File: src/ciee_pkg.sv
// package: shared constants for the interrupt recognition and exception entry block
package ciee_pkg;
   // field widths
   localparam int LEVEL_W = 3;                           // priority level / mask width
   localparam int PSW_W   = 16;                          // status word width
   localparam int VEC_W   = 8;                           // vector number width
   localparam int ADDR_W  = 24;                          // address bus width
   // status word field positions
   localparam int PSW_MASK_LO = 8;                       // mask field low bit
   localparam int PSW_TRACE   = 15;                      // trace enable bit
   localparam int PSW_SUPER   = 13;                      // supervisor state bit
   // reset value of the status word: supervisor, mask 7
   localparam logic [15:0] PSW_RESET = 16'h2700;
   // vectors
   localparam logic [7:0] AUTOVEC_BASE = 8'h18;          // autovector for level 0 base
   localparam logic [7:0] SPURIOUS_VEC = 8'h18;          // spurious interrupt vector
   // levels
   localparam logic [2:0] LEVEL_ONCHIP = 3'h4;           // reserved for on-chip peripherals
   localparam logic [2:0] LEVEL_NONE   = 3'h0;           // no request
   // acknowledge address: all high lines ones, level in bits 3..1
   localparam logic [23:0] IACK_ADDR_BASE = 24'hfffff0;
   localparam int IACK_LEVEL_LO = 1;                     // level field low bit in address
   // controller modes
   typedef enum logic {
      CIEE_MODE_NORMAL    = 1'b0,                        // encoded request lines
      CIEE_MODE_DEDICATED = 1'b1                         // one line each for levels 1, 6, 7
   } ciee_mode_type;
endpackage : ciee_pkg

File: src/ciee_link_if.sv
// interface: request lines and acknowledge bus between core and requesters
interface ciee_link_if;
   logic [2:0]  irq_level;       // encoded request level (normal mode)
   logic [2:0]  irq_line_n;      // dedicated lines for levels 1, 6, 7, active low
   logic        iack_strobe;     // acknowledge read in progress
   logic [23:0] iack_addr;       // acknowledge address, level in low bits
   logic        iack_fc_cpu;     // function code marks cpu space cycle
   logic        dtack;           // device answers with vector
   logic [7:0]  vector_data;     // vector number from device
   logic        autovector_request; // autovector requested
   logic        bus_error;       // bus error during acknowledge
   // core end
   modport core (
      input  irq_level,
      input  irq_line_n,
      output iack_strobe,
      output iack_addr,
      output iack_fc_cpu,
      input  dtack,
      input  vector_data,
      input  autovector_request,
      input  bus_error
   );
   // requesting logic end
   modport requester (
      output irq_level,
      output irq_line_n,
      input  iack_strobe,
      input  iack_addr,
      input  iack_fc_cpu,
      output dtack,
      output vector_data,
      output autovector_request,
      output bus_error
   );
endinterface : ciee_link_if

File: src/ciee_core_entry.sv
// core end: interrupt recognition, pending, mask compare and exception entry
module ciee_core_entry (
   input  wire logic              sys_clk,
   input  wire logic              sys_rst,
   ciee_link_if.core              link,
   input  wire logic              dedicated_mode,
   input  wire logic              onchip_req,
   input  wire logic              insn_boundary,
   input  wire logic              psw_load,
   input  wire logic [15:0]       psw_load_value,
   output logic                   entry_busy,
   output logic                   entry_done,
   output logic [7:0]             entry_vector,
   output logic                   entry_spurious,
   output logic [15:0]            saved_psw,
   output logic [15:0]            psw,
   output logic [2:0]             pending_level
);
   ////////////////////////////////////////////////////////////////////////////
   // pin synchronisers: three stages, change taken when stages two and three agree
   logic [5:0] s1_r, s2_r, s3_r;          // stages for level, lines
   logic [5:0] pin_r, pin_nxt;            // filtered pin value
   logic [2:0] s1b_r, s2b_r, s3b_r;       // stages for dtack, autovector, bus error
   logic [2:0] ack_r, ack_nxt;            // filtered acknowledge answers

   // filter next value
   always_comb begin
      pin_nxt = pin_r;
      ack_nxt = ack_r;
      if (s2_r == s3_r) begin
         pin_nxt = s3_r;
      end
      if (s2b_r == s3b_r) begin
         ack_nxt = s3b_r;
      end
   end

   // synchroniser flops
   always_ff @(posedge sys_clk) begin
      if (sys_rst) begin
         s1_r  <= 6'h38;
         s2_r  <= 6'h38;
         s3_r  <= 6'h38;
         pin_r <= 6'h38;
         s1b_r <= 3'h0;
         s2b_r <= 3'h0;
         s3b_r <= 3'h0;
         ack_r <= 3'h0;
      end else begin
         s1_r  <= {link.irq_line_n, link.irq_level};
         s2_r  <= s1_r;
         s3_r  <= s2_r;
         pin_r <= pin_nxt;
         s1b_r <= {link.bus_error, link.autovector_request, link.dtack};
         s2b_r <= s1b_r;
         s3b_r <= s2b_r;
         ack_r <= ack_nxt;
      end
   end

   ////////////////////////////////////////////////////////////////////////////
   // request decode
   logic [2:0] user_level;                // level from the pins
   logic [2:0] req_level;                 // highest level including on-chip

   // decode by mode
   always_comb begin
      user_level = ciee_pkg::LEVEL_NONE;
      if (dedicated_mode == ciee_pkg::CIEE_MODE_DEDICATED) begin
         if (!pin_r[5]) begin
            user_level = 3'h7;
         end else if (!pin_r[4]) begin
            user_level = 3'h6;
         end else if (!pin_r[3]) begin
            user_level = 3'h1;
         end
      end else begin
         user_level = pin_r[2:0];
      end
      // level four held back for on-chip
      if (user_level == ciee_pkg::LEVEL_ONCHIP) begin
         user_level = ciee_pkg::LEVEL_NONE;
      end
      req_level = user_level;
      if (onchip_req && user_level < ciee_pkg::LEVEL_ONCHIP) begin
         req_level = ciee_pkg::LEVEL_ONCHIP;
      end
   end

   ////////////////////////////////////////////////////////////////////////////
   // entry state machine
   typedef enum logic [2:0] {
      CIEE_ST_RUN  = 3'b000,             // executing instructions
      CIEE_ST_SAVE = 3'b001,             // status word saved, mask raised
      CIEE_ST_IACK = 3'b011,             // acknowledge read
      CIEE_ST_DONE = 3'b010              // vector ready
   } ciee_state_type;

   ciee_state_type state_r, state_nxt;    // state
   logic [2:0]  pend_r, pend_nxt;         // pending level
   logic [2:0]  ack_lvl_r, ack_lvl_nxt;   // level being acknowledged
   logic [15:0] psw_r, psw_nxt;           // status word
   logic [15:0] save_r, save_nxt;         // saved copy
   logic [7:0]  vec_r, vec_nxt;           // vector number
   logic        spur_r, spur_nxt;         // spurious flag
   logic [2:0]  mask;                     // current mask

   assign mask = psw_r[ciee_pkg::PSW_MASK_LO +: ciee_pkg::LEVEL_W];

   // next state
   always_comb begin
      state_nxt   = state_r;
      pend_nxt    = pend_r;
      ack_lvl_nxt = ack_lvl_r;
      psw_nxt     = psw_r;
      save_nxt    = save_r;
      vec_nxt     = vec_r;
      spur_nxt    = spur_r;
      pend_nxt = req_level;
      if (psw_load && state_r == CIEE_ST_RUN) begin
         psw_nxt = psw_load_value;
      end
      unique case (state_r)
         CIEE_ST_RUN: begin
            // inhibit at or below mask, level seven included
            if (insn_boundary && pend_r != ciee_pkg::LEVEL_NONE && pend_r > mask) begin
               save_nxt    = psw_r;
               ack_lvl_nxt = pend_r;
               psw_nxt[ciee_pkg::PSW_SUPER] = 1'b1;
               psw_nxt[ciee_pkg::PSW_TRACE] = 1'b0;
               psw_nxt[ciee_pkg::PSW_MASK_LO +: ciee_pkg::LEVEL_W] = pend_r;
               state_nxt = CIEE_ST_SAVE;
            end
         end
         CIEE_ST_SAVE: begin
            state_nxt = CIEE_ST_IACK;
         end
         CIEE_ST_IACK: begin
            if (ack_r[2]) begin
               vec_nxt   = ciee_pkg::SPURIOUS_VEC;
               spur_nxt  = 1'b1;
               state_nxt = CIEE_ST_DONE;
            end else if (ack_r[1]) begin
               vec_nxt   = ciee_pkg::AUTOVEC_BASE + {5'h00, ack_lvl_r};
               spur_nxt  = 1'b0;
               state_nxt = CIEE_ST_DONE;
            end else if (ack_r[0]) begin
               vec_nxt   = link.vector_data;
               spur_nxt  = 1'b0;
               state_nxt = CIEE_ST_DONE;
            end
         end
         CIEE_ST_DONE: begin
            state_nxt = CIEE_ST_RUN;
         end
         default: begin
            state_nxt = CIEE_ST_RUN;
         end
      endcase
   end

   // state registers
   always_ff @(posedge sys_clk) begin
      if (sys_rst) begin
         state_r   <= CIEE_ST_RUN;
         pend_r    <= ciee_pkg::LEVEL_NONE;
         ack_lvl_r <= ciee_pkg::LEVEL_NONE;
         psw_r     <= ciee_pkg::PSW_RESET;
         save_r    <= 16'h0000;
         vec_r     <= 8'h00;
         spur_r    <= 1'b0;
      end else begin
         state_r   <= state_nxt;
         pend_r    <= pend_nxt;
         ack_lvl_r <= ack_lvl_nxt;
         psw_r     <= psw_nxt;
         save_r    <= save_nxt;
         vec_r     <= vec_nxt;
         spur_r    <= spur_nxt;
      end
   end

   ////////////////////////////////////////////////////////////////////////////
   // outputs
   assign link.iack_strobe = (state_r == CIEE_ST_IACK);
   assign link.iack_fc_cpu = (state_r == CIEE_ST_IACK);
   // level on address lines three to one
   assign link.iack_addr   = ciee_pkg::IACK_ADDR_BASE
                             | {20'h00000, ack_lvl_r, 1'b0};
   assign entry_busy       = (state_r != CIEE_ST_RUN);
   assign entry_done       = (state_r == CIEE_ST_DONE);
   assign entry_vector     = vec_r;
   assign entry_spurious   = spur_r;
   assign saved_psw        = save_r;
   assign psw              = psw_r;
   assign pending_level    = pend_r;
endmodule : ciee_core_entry

File: src/flat_wrapper.sv
// flat-port wrapper written by rule: the top's interface ports become plain ports
module ciee_core_entry_flat 
  (sys_clk, sys_rst, dedicated_mode, onchip_req, insn_boundary, psw_load, psw_load_value, entry_busy, entry_done, entry_vector, entry_spurious, saved_psw, psw, pending_level, link_irq_level, link_irq_line_n, link_iack_strobe, link_iack_addr, link_iack_fc_cpu, link_dtack, link_vector_data, link_autovector_request, link_bus_error);
  ciee_link_if link_i ();
  input  wire logic sys_clk;
  input  wire logic sys_rst;
  input  wire logic dedicated_mode;
  input  wire logic onchip_req;
  input  wire logic insn_boundary;
  input  wire logic psw_load;
  input  wire logic [15:0] psw_load_value;
  output logic entry_busy;
  output logic entry_done;
  output logic [7:0] entry_vector;
  output logic entry_spurious;
  output logic [15:0] saved_psw;
  output logic [15:0] psw;
  output logic [2:0] pending_level;
  input wire logic [$bits(link_i.irq_level)-1:0] link_irq_level;
  input wire logic [$bits(link_i.irq_line_n)-1:0] link_irq_line_n;
  output wire logic [$bits(link_i.iack_strobe)-1:0] link_iack_strobe;
  output wire logic [$bits(link_i.iack_addr)-1:0] link_iack_addr;
  output wire logic [$bits(link_i.iack_fc_cpu)-1:0] link_iack_fc_cpu;
  input wire logic [$bits(link_i.dtack)-1:0] link_dtack;
  input wire logic [$bits(link_i.vector_data)-1:0] link_vector_data;
  input wire logic [$bits(link_i.autovector_request)-1:0] link_autovector_request;
  input wire logic [$bits(link_i.bus_error)-1:0] link_bus_error;
  assign link_i.irq_level = link_irq_level;
  assign link_i.irq_line_n = link_irq_line_n;
  assign link_iack_strobe = link_i.iack_strobe;
  assign link_iack_addr = link_i.iack_addr;
  assign link_iack_fc_cpu = link_i.iack_fc_cpu;
  assign link_i.dtack = link_dtack;
  assign link_i.vector_data = link_vector_data;
  assign link_i.autovector_request = link_autovector_request;
  assign link_i.bus_error = link_bus_error;
  ciee_core_entry u_core (.sys_clk(sys_clk), .sys_rst(sys_rst), .link(link_i), .dedicated_mode(dedicated_mode), .onchip_req(onchip_req), .insn_boundary(insn_boundary), .psw_load(psw_load), .psw_load_value(psw_load_value), .entry_busy(entry_busy), .entry_done(entry_done), .entry_vector(entry_vector), .entry_spurious(entry_spurious), .saved_psw(saved_psw), .psw(psw), .pending_level(pending_level));
endmodule
File: config.mk
export PLATFORM = sky130hd
export DESIGN_NAME = ciee_core_entry_flat
export DESIGN_NICKNAME = d
export VERILOG_FILES = /design/src/ciee_pkg.sv /design/src/ciee_link_if.sv /design/src/ciee_core_entry.sv /design/src/flat_wrapper.sv
export SDC_FILE = /design/constraint.sdc
export NUM_CORES = 1
export LEC_CHECK = 0
export BUFFER_PORTS_ARGS = -buffer_cell sky130_fd_sc_hd__buf_2
export CORE_AREA = 2 2 143 75
export DETAILED_ROUTE_END_ITERATION = 8
export DIE_AREA = 0 0 145 77
export GPL_TIMING_DRIVEN = 0
export HOLD_SLACK_MARGIN = 0.1
export SLEW_MARGIN = 20
export SYNTH_ARGS = -nofsm -noshare
export SYNTH_HDL_FRONTEND = slang
export SYNTH_SLANG_ARGS = --single-unit
export TNS_END_PERCENT = 10
File: constraint.sdc
create_clock -name sys_clk -period 1.7 [get_ports sys_clk]
set_clock_uncertainty 0.1 [all_clocks]
set_input_delay 0.085 -clock sys_clk [delete_from_list [all_inputs] [get_ports sys_clk]]
set_output_delay 0.085 -clock sys_clk [all_outputs]
set_load 0.1 [all_outputs]
==> impl_metrics.toml, run 1 <==
[die]
ios = 111
die_h_um = 77
die-area_um2 = 11170
start_util = 0.3454
die_x_um = 145
core_um2 = 9922
rows = 26

[logic_synthesis]
synthTopCellsByCount = "85 x dfxtp_1, 75 x nand2_1, 35 x mux2i_1"
synth_top_area_cell = "dfxtp_1"
yosysMostFrequentCell = "dfxtp_1"
synth_edf_count = 0
ys_seq_area_frac = 0.4965
synth-main-ff-cell = "dfxtp_1"
ys_ff_latch = 85
synth_cell_type_count = 41
yosys_warnings = 0
syn_area_per_cell_um2 = 9.287
synth_top_area_share = 0.4965
synth_area_um2 = 3427
netlist_instances = 369
synth.area.top_cells = "dfxtp_1 50%, mux2i_1 10%, nand2_1 8.2%"
async_reset_ff_frac = 0

[critical_path]
start_kind = "flop"
critPathMaxFanout = 10
r2r_start = "u_core.pending_level[1]"
reg2reg_depth = 6
reg2reg_slack_ps = 7
reg2reg_to = "u_core.saved_psw[1]"
crit_required_ps = 1870
crit_arrival_ps = 1860
endpoint_kind = "flop"
critPathKind = "reg2reg"

[place]
dpl-instance-area_um2 = 4159
place.port_buffers = 89
hpwlAfterDp_um = 6266
gp_congestion = 0.7647
dp_cells = 617

[global_routing]
grt-ovfl-total = 0
grt_pass1_vias = 2853
grt_max_degree = 16
grt_use_total = 0.1590
antenna_found_initial = 0
grt_pass1_wl_um = 14190

[timing]
worst_pin_slew_ps = 633.8
min_period_over_period = 0.9960
setup_viol = 0
fmax_mhz = 590.6
finalSetupTns_ps = 0
rsz0062_at_grt = "yes"
slew_headroom = 0.5775
min_period_ps = 1693
slew_violations = 0
hold_violations = 0

[power]
switching_share = 0.2873
powerDensity_nw_per_um2 = 1054
seq_power_share = 0.406
vdd_drop_max_v = 0.0005324
clkPwrFrac = 0.423
total_leakage_power_nw = 2.307
intPower_w = 0.003685
p_switching_w = 0.001485
comb_power_share = 0.172
finalPower_w = 0.005170

[route]
drtIter0Drc = 90
wl_um = 8608
via_per_inst = 4.289
drc = 0
vias = 2882
antenna_left = 0
drtPass1Iterations = 4
post_drt_wl_per_cell_um = 12.81

[clocking]
cts_tree = "built"
cts_max_level = 3
cts-buffers-inserted = 9
clockBufferDepth = 2
clk_pin_slew_ps = 70
clock_sinks = 85
root_buffer = "clkbuf_16"
clock_latency_ps = 330

[flow_run]
max_cap_viol_count = 0

[final_layout]
n_antenna_cell = 0
drive_above_1_share = 0.3064
seq_area_um2 = 1725
layoutNonFillerInstCount = 672
syn2layout_area_growth_pct = 43.19
layout.nets = 569
fillCellCount = 912
stdcell_area_um2 = 4907
multi_input_area_um2 = 1524

[min_path]
hold_end = "u_core.s2_r[1]"
hold_path.class = "in2reg"
hold_depth = 3
hp-start = "sys_rst"

[status]
outcome = "finished clean"
-- state kept, by name (all words and copies together), names as in the netlist --
register / cells
u_core.s3b_r: 3
u_core.state_r: 2
u_core.s1b_r: 3
u_core.ack_r: 3
u_core.entry_spurious: 1
u_core.ack_lvl_r: 3
u_core.s3_r: 6
u_core.s2_r: 6
u_core.saved_psw: 16
u_core.entry_vector: 8
u_core.s1_r: 6
u_core.pending_level: 3
u_core.pin_r: 6
u_core.s2b_r: 3
u_core.psw: 16
-- cell usage in the layout, fill, tap and decap left out, types with 6 or more instances in the layout --
| master | n |
|---|---|
| nor3_1 | 7 |
| nand2_1 | 75 |
| dfxtp_1 | 78 |
| buf_2 | 90 |
| dfxtp_4 | 6 |
| mux2i_1 | 35 |
| clkbuf_1 | 9 |
| nor2b_1 | 19 |
| dlygate4sd3_1 | 39 |
| or2_2 | 9 |
| nor2_1 | 24 |
| clkbuf_16 | 10 |
| conb_1 | 21 |
| buf_4 | 24 |
| a21oi_1 | 19 |
-- power groups by stage --
stage / logic [W] / registers, W / clock network, W
finish: 0.000888 / 0.00210 / 0.00218
global route: 0.000937 / 0.00210 / 0.00233
CTS: 0.000888 / 0.00210 / 0.00224
detailed placement: 0.000811 / 0.00214 / 0
global placement: 0.000803 / 0.00214 / 0
floorplan: 0.000444 / 0.00236 / 0
-- how the worst max path moves through the flow --
stage / end / slack [ps] / from
4_1_cts: u_core.psw[9] / 4 / u_core.psw[10]
6_report: u_core.saved_psw[1] / 7 / u_core.pending_level[1]
2_1_floorplan: u_core.entry_vector[3] / -280 / u_core.state_r[0]
5_1_grt: u_core.psw[9] / -80 / u_core.psw[10]
3_3_place_gp: u_core.saved_psw[14] / 6 / u_core.psw[9]
3_5_place_dp: u_core.saved_psw[1] / -20 / u_core.pending_level[1]
-- cell families after synthesis --
kind of cell               count (synthesis)  share of synthesized area
AOI/OAI and AO/OA                         36                    0.07083
xor gates and xnor gates                   9                    0.02300
adders and majority gates                  3                    0.01095
buffers and inverters                     47                    0.08653
DFF                                       85                     0.4965
muxes                                     35                     0.1022
other                                      2                   0.002191
and+or+nand+nor                          152                     0.2077
-- critical path: stages, from the launching register on --
cell and delay [ps]:
dfxtp_4 380, ha_4 250, nor2b_4 120, o21a_1 220, o21ai_4 200, buf_12 170
mux2i_1 190
-- layer usage --
layer	up-vias	share of wire	global-route usage	routed length (um)
met4	0	0.0084	0.04653	72
met2	81	0.43	0.2510	3726
met5	-	0	0	0
met1	1302	0.50	0.2098	4328
li1	1491	-	-	-
met3	8	0.056	0.05000	480
-- cell type report --
| cell class | count | area share |
|---|---|---|
| Sequential cell | 85 | 0.3516 |
| Clock inverter | 6 | 0.01785 |
| Tap cell | 140 | 0.03570 |
| Timing Repair Buffer | 128 | 0.1713 |
| Multi-Input combinational cell | 256 | 0.3106 |
| Inverter | 7 | 0.005864 |
| Clock buffer | 10 | 0.05099 |
| Buffer | 40 | 0.05609 |
-- per-stage QoR --
| stage | hold slack (ps) | util | setup slack [ps] |
|---|---|---|---|
| detailed placement | 173.5 | 0.4192 | -23.80 |
| floorplan | 87.06 | - | -281.0 |
| global route | 195.0 | 0.4946 | -79.06 |
| global placement | 169.1 | 0.4192 | 6.300 |
| CTS | 156.3 | 0.4939 | 4.138 |
| finish | 153.0 | 0.4946 | 6.750 |
-- timing repair --
item / in CTS / in global routing
pin swaps: 2 / 1
buffers inserted: 0 / 0
resized for setup: 4 / 6
hold buffers: 39 / 0
endpoints found under the hold margin: 42 / 0
endpoints found under the setup margin: 22 / 36
Note: power is estimated with default switching activity, not from simulation.
==> run 2: changes to the inputs <==
GPL_TIMING_DRIVEN = not set   (was 0)
==> impl_metrics.toml, run 2 (synthesis results as in run 1) <==
[status]
outcome = "finished clean"

[power]
switching_share = 0.3030
powerDensity_nw_per_um2 = 1005
seq_power_share = 0.446
clkPwrFrac = 0.374
finalPower_w = 0.004701
intPower_w = 0.003276
comb_power_share = 0.180
total_leakage_power_nw = 2.191
vdd_drop_max_v = 0.0005007
p_switching_w = 0.001425

[min_path]
hold_path.class = "in2reg"

[route]
wl_um = 7799
drtIter0Drc = 130
post_drt_wl_per_cell_um = 12.07
drtPass1Iterations = 4
vias = 2756
via_per_inst = 4.266
drc = 0
antenna_left = 0

[timing]
fmax_mhz = 591.0
rsz0062_at_grt = "yes"
hold_violations = 0
setup_viol = 0
min_period_over_period = 0.9953
slew_violations = 0
min_period_ps = 1692
slew_headroom = 0.6485
worst_pin_slew_ps = 530.9
whs_ps = 123.5

[critical_path]
r2r_start = "u_core.psw[10]"
crit_arrival_ps = 1850
start_kind = "flop"
reg2reg_to = "u_core.psw[10]"
reg2reg_slack_ps = 8
endpoint_kind = "flop"
critPathKind = "reg2reg"
critPathCapture = "u_core.psw[10]"
crit_start = "u_core.psw[10]"
reg2reg_depth = 6
critPathMaxFanout = 4
crit_required_ps = 1860

[final_layout]
mostFrequentLayoutCell = "buf_2"
syn2layout_area_growth_pct = 36.51
fillCellCount = 949
drive_above_1_share = 0.2826
layout.nets = 543
layoutNonFillerInstCount = 646
n_antenna_cell = 0
final_cell_mix = "86 x buf_2, 79 x dfxtp_1, 75 x nand2_1"

[die]
die_x_um = 145
rows = 26
die_h_um = 77
core_um2 = 9922
die-area_um2 = 11170
ios = 111
start_util = 0.3454

[place]
gp_congestion = 0.7862
dp_cells = 593
hpwlAfterDp_um = 5655
place.port_buffers = 89

[global_routing]
grt-ovfl-total = 0
grt_max_degree = 39
antenna_found_initial = 0
grt_pass1_wl_um = 13230
grt_pass1_vias = 2677
grt_use_total = 0.1500

[clocking]
cts_max_level = 3
clockBufferDepth = 2
clk_pin_slew_ps = 60
cts-buffers-inserted = 9
clock_sinks = 85
root_buffer = "clkbuf_16"
cts_setup_buffers = 0
cts_tree = "built"
clock_latency_ps = 340

[flow_run]
max_cap_viol_count = 0
## run 2: power by group through the flow
stage | clock network (W) | logic (W) | registers [W]
global placement | 0 | 0.000774 | 0.00214
global route | 0.00192 | 0.000894 | 0.00211
detailed placement | 0 | 0.000778 | 0.00214
finish | 0.00176 | 0.000846 | 0.00210
CTS | 0.00184 | 0.000846 | 0.00210
floorplan | 0 | 0.000444 | 0.00236
## run 2: area by class of cell
class | count | area, um2 | share of cell area
repair buffers | 142 | 968.4 | 0.2070
inverters | 7 | 28.78 | 0.006151
clock inverters | 4 | 30.03 | 0.006419
well taps | 140 | 175.2 | 0.03744
clock buffers | 12 | 236.5 | 0.05055
flip-flops and latches | 85 | 1724 | 0.3685
multi-input cells | 256 | 1515 | 0.3239
## run 2: critical path, cell delays in order, from the launching register on
cell and delay, ps:
dfxtp_4 350, inv_1 60, ha_1 310, nand3_1 120
and4_4 250, o21a_2 210, mux2i_1 210
## run 2: through the flow
step	area [um2]	utilization	worst slack [ps]	TNS, ps
2_1_floorplan	3538	-	-281.0	-4673
3_3_place_gp	4034	0.4066	43.06	0
3_5_place_dp	4034	0.4066	-7.892	-17.85
4_1_cts	4671	0.4707	-13.16	-34.53
5_1_grt	4678	0.4715	-77.52	-941.5
6_report	4678	0.4715	7.946	0
## run 2: worst min path at each step
| stage | from | end | slack (ps) | cells after the start |
|---|---|---|---|---|
| finish | sys_rst | u_core.saved_psw[15] | 120 | 4 |
| detailed placement | link_irq_line_n[2] | u_core.s1_r[5] | 170 | 2 |
| global placement | link_irq_line_n[1] | u_core.s1_r[4] | 170 | 2 |
| floorplan | dedicated_mode | u_core.pending_level[0] | 90 | 1 |
| global route | sys_rst | u_core.s2b_r[1] | 170 | 3 |
| CTS | sys_rst | u_core.saved_psw[15] | 120 | 4 |
## run 2: what timing repair did
action                                  4_1_cts  5_1_grt
endpoints found under the hold margin        37        0
gates resized for setup                       0        3
endpoints found under the setup margin        9       26
hold buffers                                 37        0
pin swaps                                     1        0
## run 2: metal layers
layer | part of all wire | track usage | vias up
li1 | - | - | 1434
met1 | 0.50 | 0.1966 | 1234
met2 | 0.42 | 0.2305 | 79
met3 | 0.064 | 0.05060 | 9
met4 | 0.013 | 0.05446 | 0
met5 | 0 | 0 | -
==> run 3: changes to the inputs <==
REMOVE_ABC_BUFFERS = 1   (was not set)
SLEW_MARGIN = not set   (was 20)
==> impl_metrics.toml, run 3 (synthesis results as in run 1) <==
[global_routing]
grt-ovfl-total = 0
grt_use_total = 0.1454
grt_pass1_wl_um = 13020
grt_max_degree = 26
grt_pass1_vias = 2610
antenna_found_initial = 0

[flow_run]
max_cap_viol_count = 0

[final_layout]
syn2layout_area_growth_pct = 39.61
n_antenna_cell = 0
final_cell_mix = "86 x buf_2, 83 x dfxtp_1, 75 x nand2_1"
utilization = 0.4822
drive_above_1_share = 0.2913
layout.nets = 548
mostFrequentLayoutCell = "buf_2"

[clocking]
clock_sinks = 85
clockBufferDepth = 2
root_buffer = "clkbuf_16"
clk_pin_slew_ps = 60
cts_max_level = 3
cts_tree = "built"
cts-buffers-inserted = 9
clock_latency_ps = 330

[critical_path]
critPathCapture = "u_core.saved_psw[12]"
cp_slowest_cell = "dfxtp_2"
r2r_start = "u_core.psw[9]"
slowest_delay_ps = 320
reg2reg_slack_ps = -6
crit_chain = "inv_2 > ha_4 > nor2b_4 > o21a_4 > o21ai_4 > buf_6 > buf_8 > mux2i_1"
critPathKind = "reg2reg"
crit_start = "u_core.psw[9]"
crit_required_ps = 1870
start_kind = "flop"
reg2reg_to = "u_core.saved_psw[12]"
endpoint_kind = "flop"
critPathMaxFanout = 7
reg2reg_depth = 8
crit_arrival_ps = 1870

[die]
core_um2 = 9922
die_h_um = 77
start_util = 0.3454
rows = 26
die_x_um = 145
ios = 111
die-area_um2 = 11170

[place]
pre_cts_ws_ps = -96.35
place.port_buffers = 89
gp_congestion = 0.7563
hpwlAfterDp_um = 5601

[timing]
min_period_ps = 1706
whs_ps = 122.3
rsz0062_at_grt = "yes"
slew_violations = 0
finalSetupTns_ps = -11.59
min_period_over_period = 1.004
worst_slack_ps = -5.965
worst_pin_slew_ps = 542.1
slew_headroom = 0.6377
hold_violations = 0
setup_viol = 4
fmax_mhz = 586.2

[power]
total_leakage_power_nw = 2.232
powerDensity_nw_per_um2 = 1048
vdd_drop_max_v = 0.0005405

[route]
post_drt_wl_per_cell_um = 12.33
vias = 2798
wl_um = 7987
drc = 0
via_per_inst = 4.318
drtIter0Drc = 132
drtPass1Iterations = 4
antenna_left = 0

[status]
outcome = "complete, but fails checks"
violations = "negative setup slack"

[min_path]
hold_depth = 5
hold_path.class = "in2reg"
==> run 3: cell types whose count changed in the layout (fill, tap and decap cells not counted), moves of 3 or more <==
cell,delta
buf_6,+3
dfxtp_4,-6
dfxtp_1,+4
inv_4,-3
buf_4,+4
==> run 3: critical path, delay by kind of cell (launching register included) <==
family                   cells  cell delay, ps
flip-flops                   1             320
multiplexers                 1             180
buffers and inverters        3             330
AO/OA/AOI/OAI                2             380
AND/OR/NAND/NOR              1             120
adder cells (fa/ha/maj)      1             200
==> run 3: per-layer routing <==
| metal | routed length (um) | vias to the layer above | global-route usage |
|---|---|---|---|
| li1 | - | 1435 | - |
| met1 | 3954 | 1278 | 0.1926 |
| met2 | 3414 | 79 | 0.2262 |
| met3 | 576 | 6 | 0.05595 |
| met4 | 41 | 0 | 0.02970 |
| met5 | 0 | - | 0 |
==> run 3: how the worst min path moves through the flow <==
stage / from / to / slack [ps]
global placement: link_irq_line_n[0] / u_core.s1_r[3] / 170
CTS: link_vector_data[2] / u_core.entry_vector[2] / 110
global route: psw_load / u_core.psw[4] / 150
detailed placement: link_irq_line_n[2] / u_core.s1_r[5] / 170
floorplan: sys_rst / u_core.state_r[1] / 50
finish: link_vector_data[2] / u_core.entry_vector[2] / 120
==> run 3: where the power goes <==
group	internal, W	switching, W	leakage [nW]
registers	0.00206	0.0000405	0.694
logic	0.000242	0.000636	1.39
clock network	0.00130	0.000736	0.148
total	0.00360	0.00141	2.23
==> run 3: final cells by class <==
| cell class | instances | area (um2) |
|---|---|---|
| Timing Repair Buffer | 147 | 1012 |
| Sequential cell | 85 | 1704 |
| Multi-Input combinational cell | 256 | 1564 |
| Clock inverter | 2 | 60.06 |
| Clock buffer | 11 | 242.7 |
| Fill cell | 927 | 5137 |
| Tap cell | 140 | 175.2 |
| Inverter | 7 | 26.28 |
==> run 3: through the flow <==
stage	std cells	power, W	cell area [um2]
CTS	650	0.005062	4792
global route	648	0.005208	4785
global placement	594	0.002912	4001
detailed placement	594	0.002922	4001
finish	648	0.005012	4785
floorplan	348	0.002740	3228
==> run 3: timing repair <==
action	4_1_cts	5_1_grt
pin swaps	3	4
gates resized for setup	16	6
cloned	1	0
setup endpoints to repair	23	28
endpoints found under the hold margin	45	0
hold buffers	37	0
setup buffers	5	0
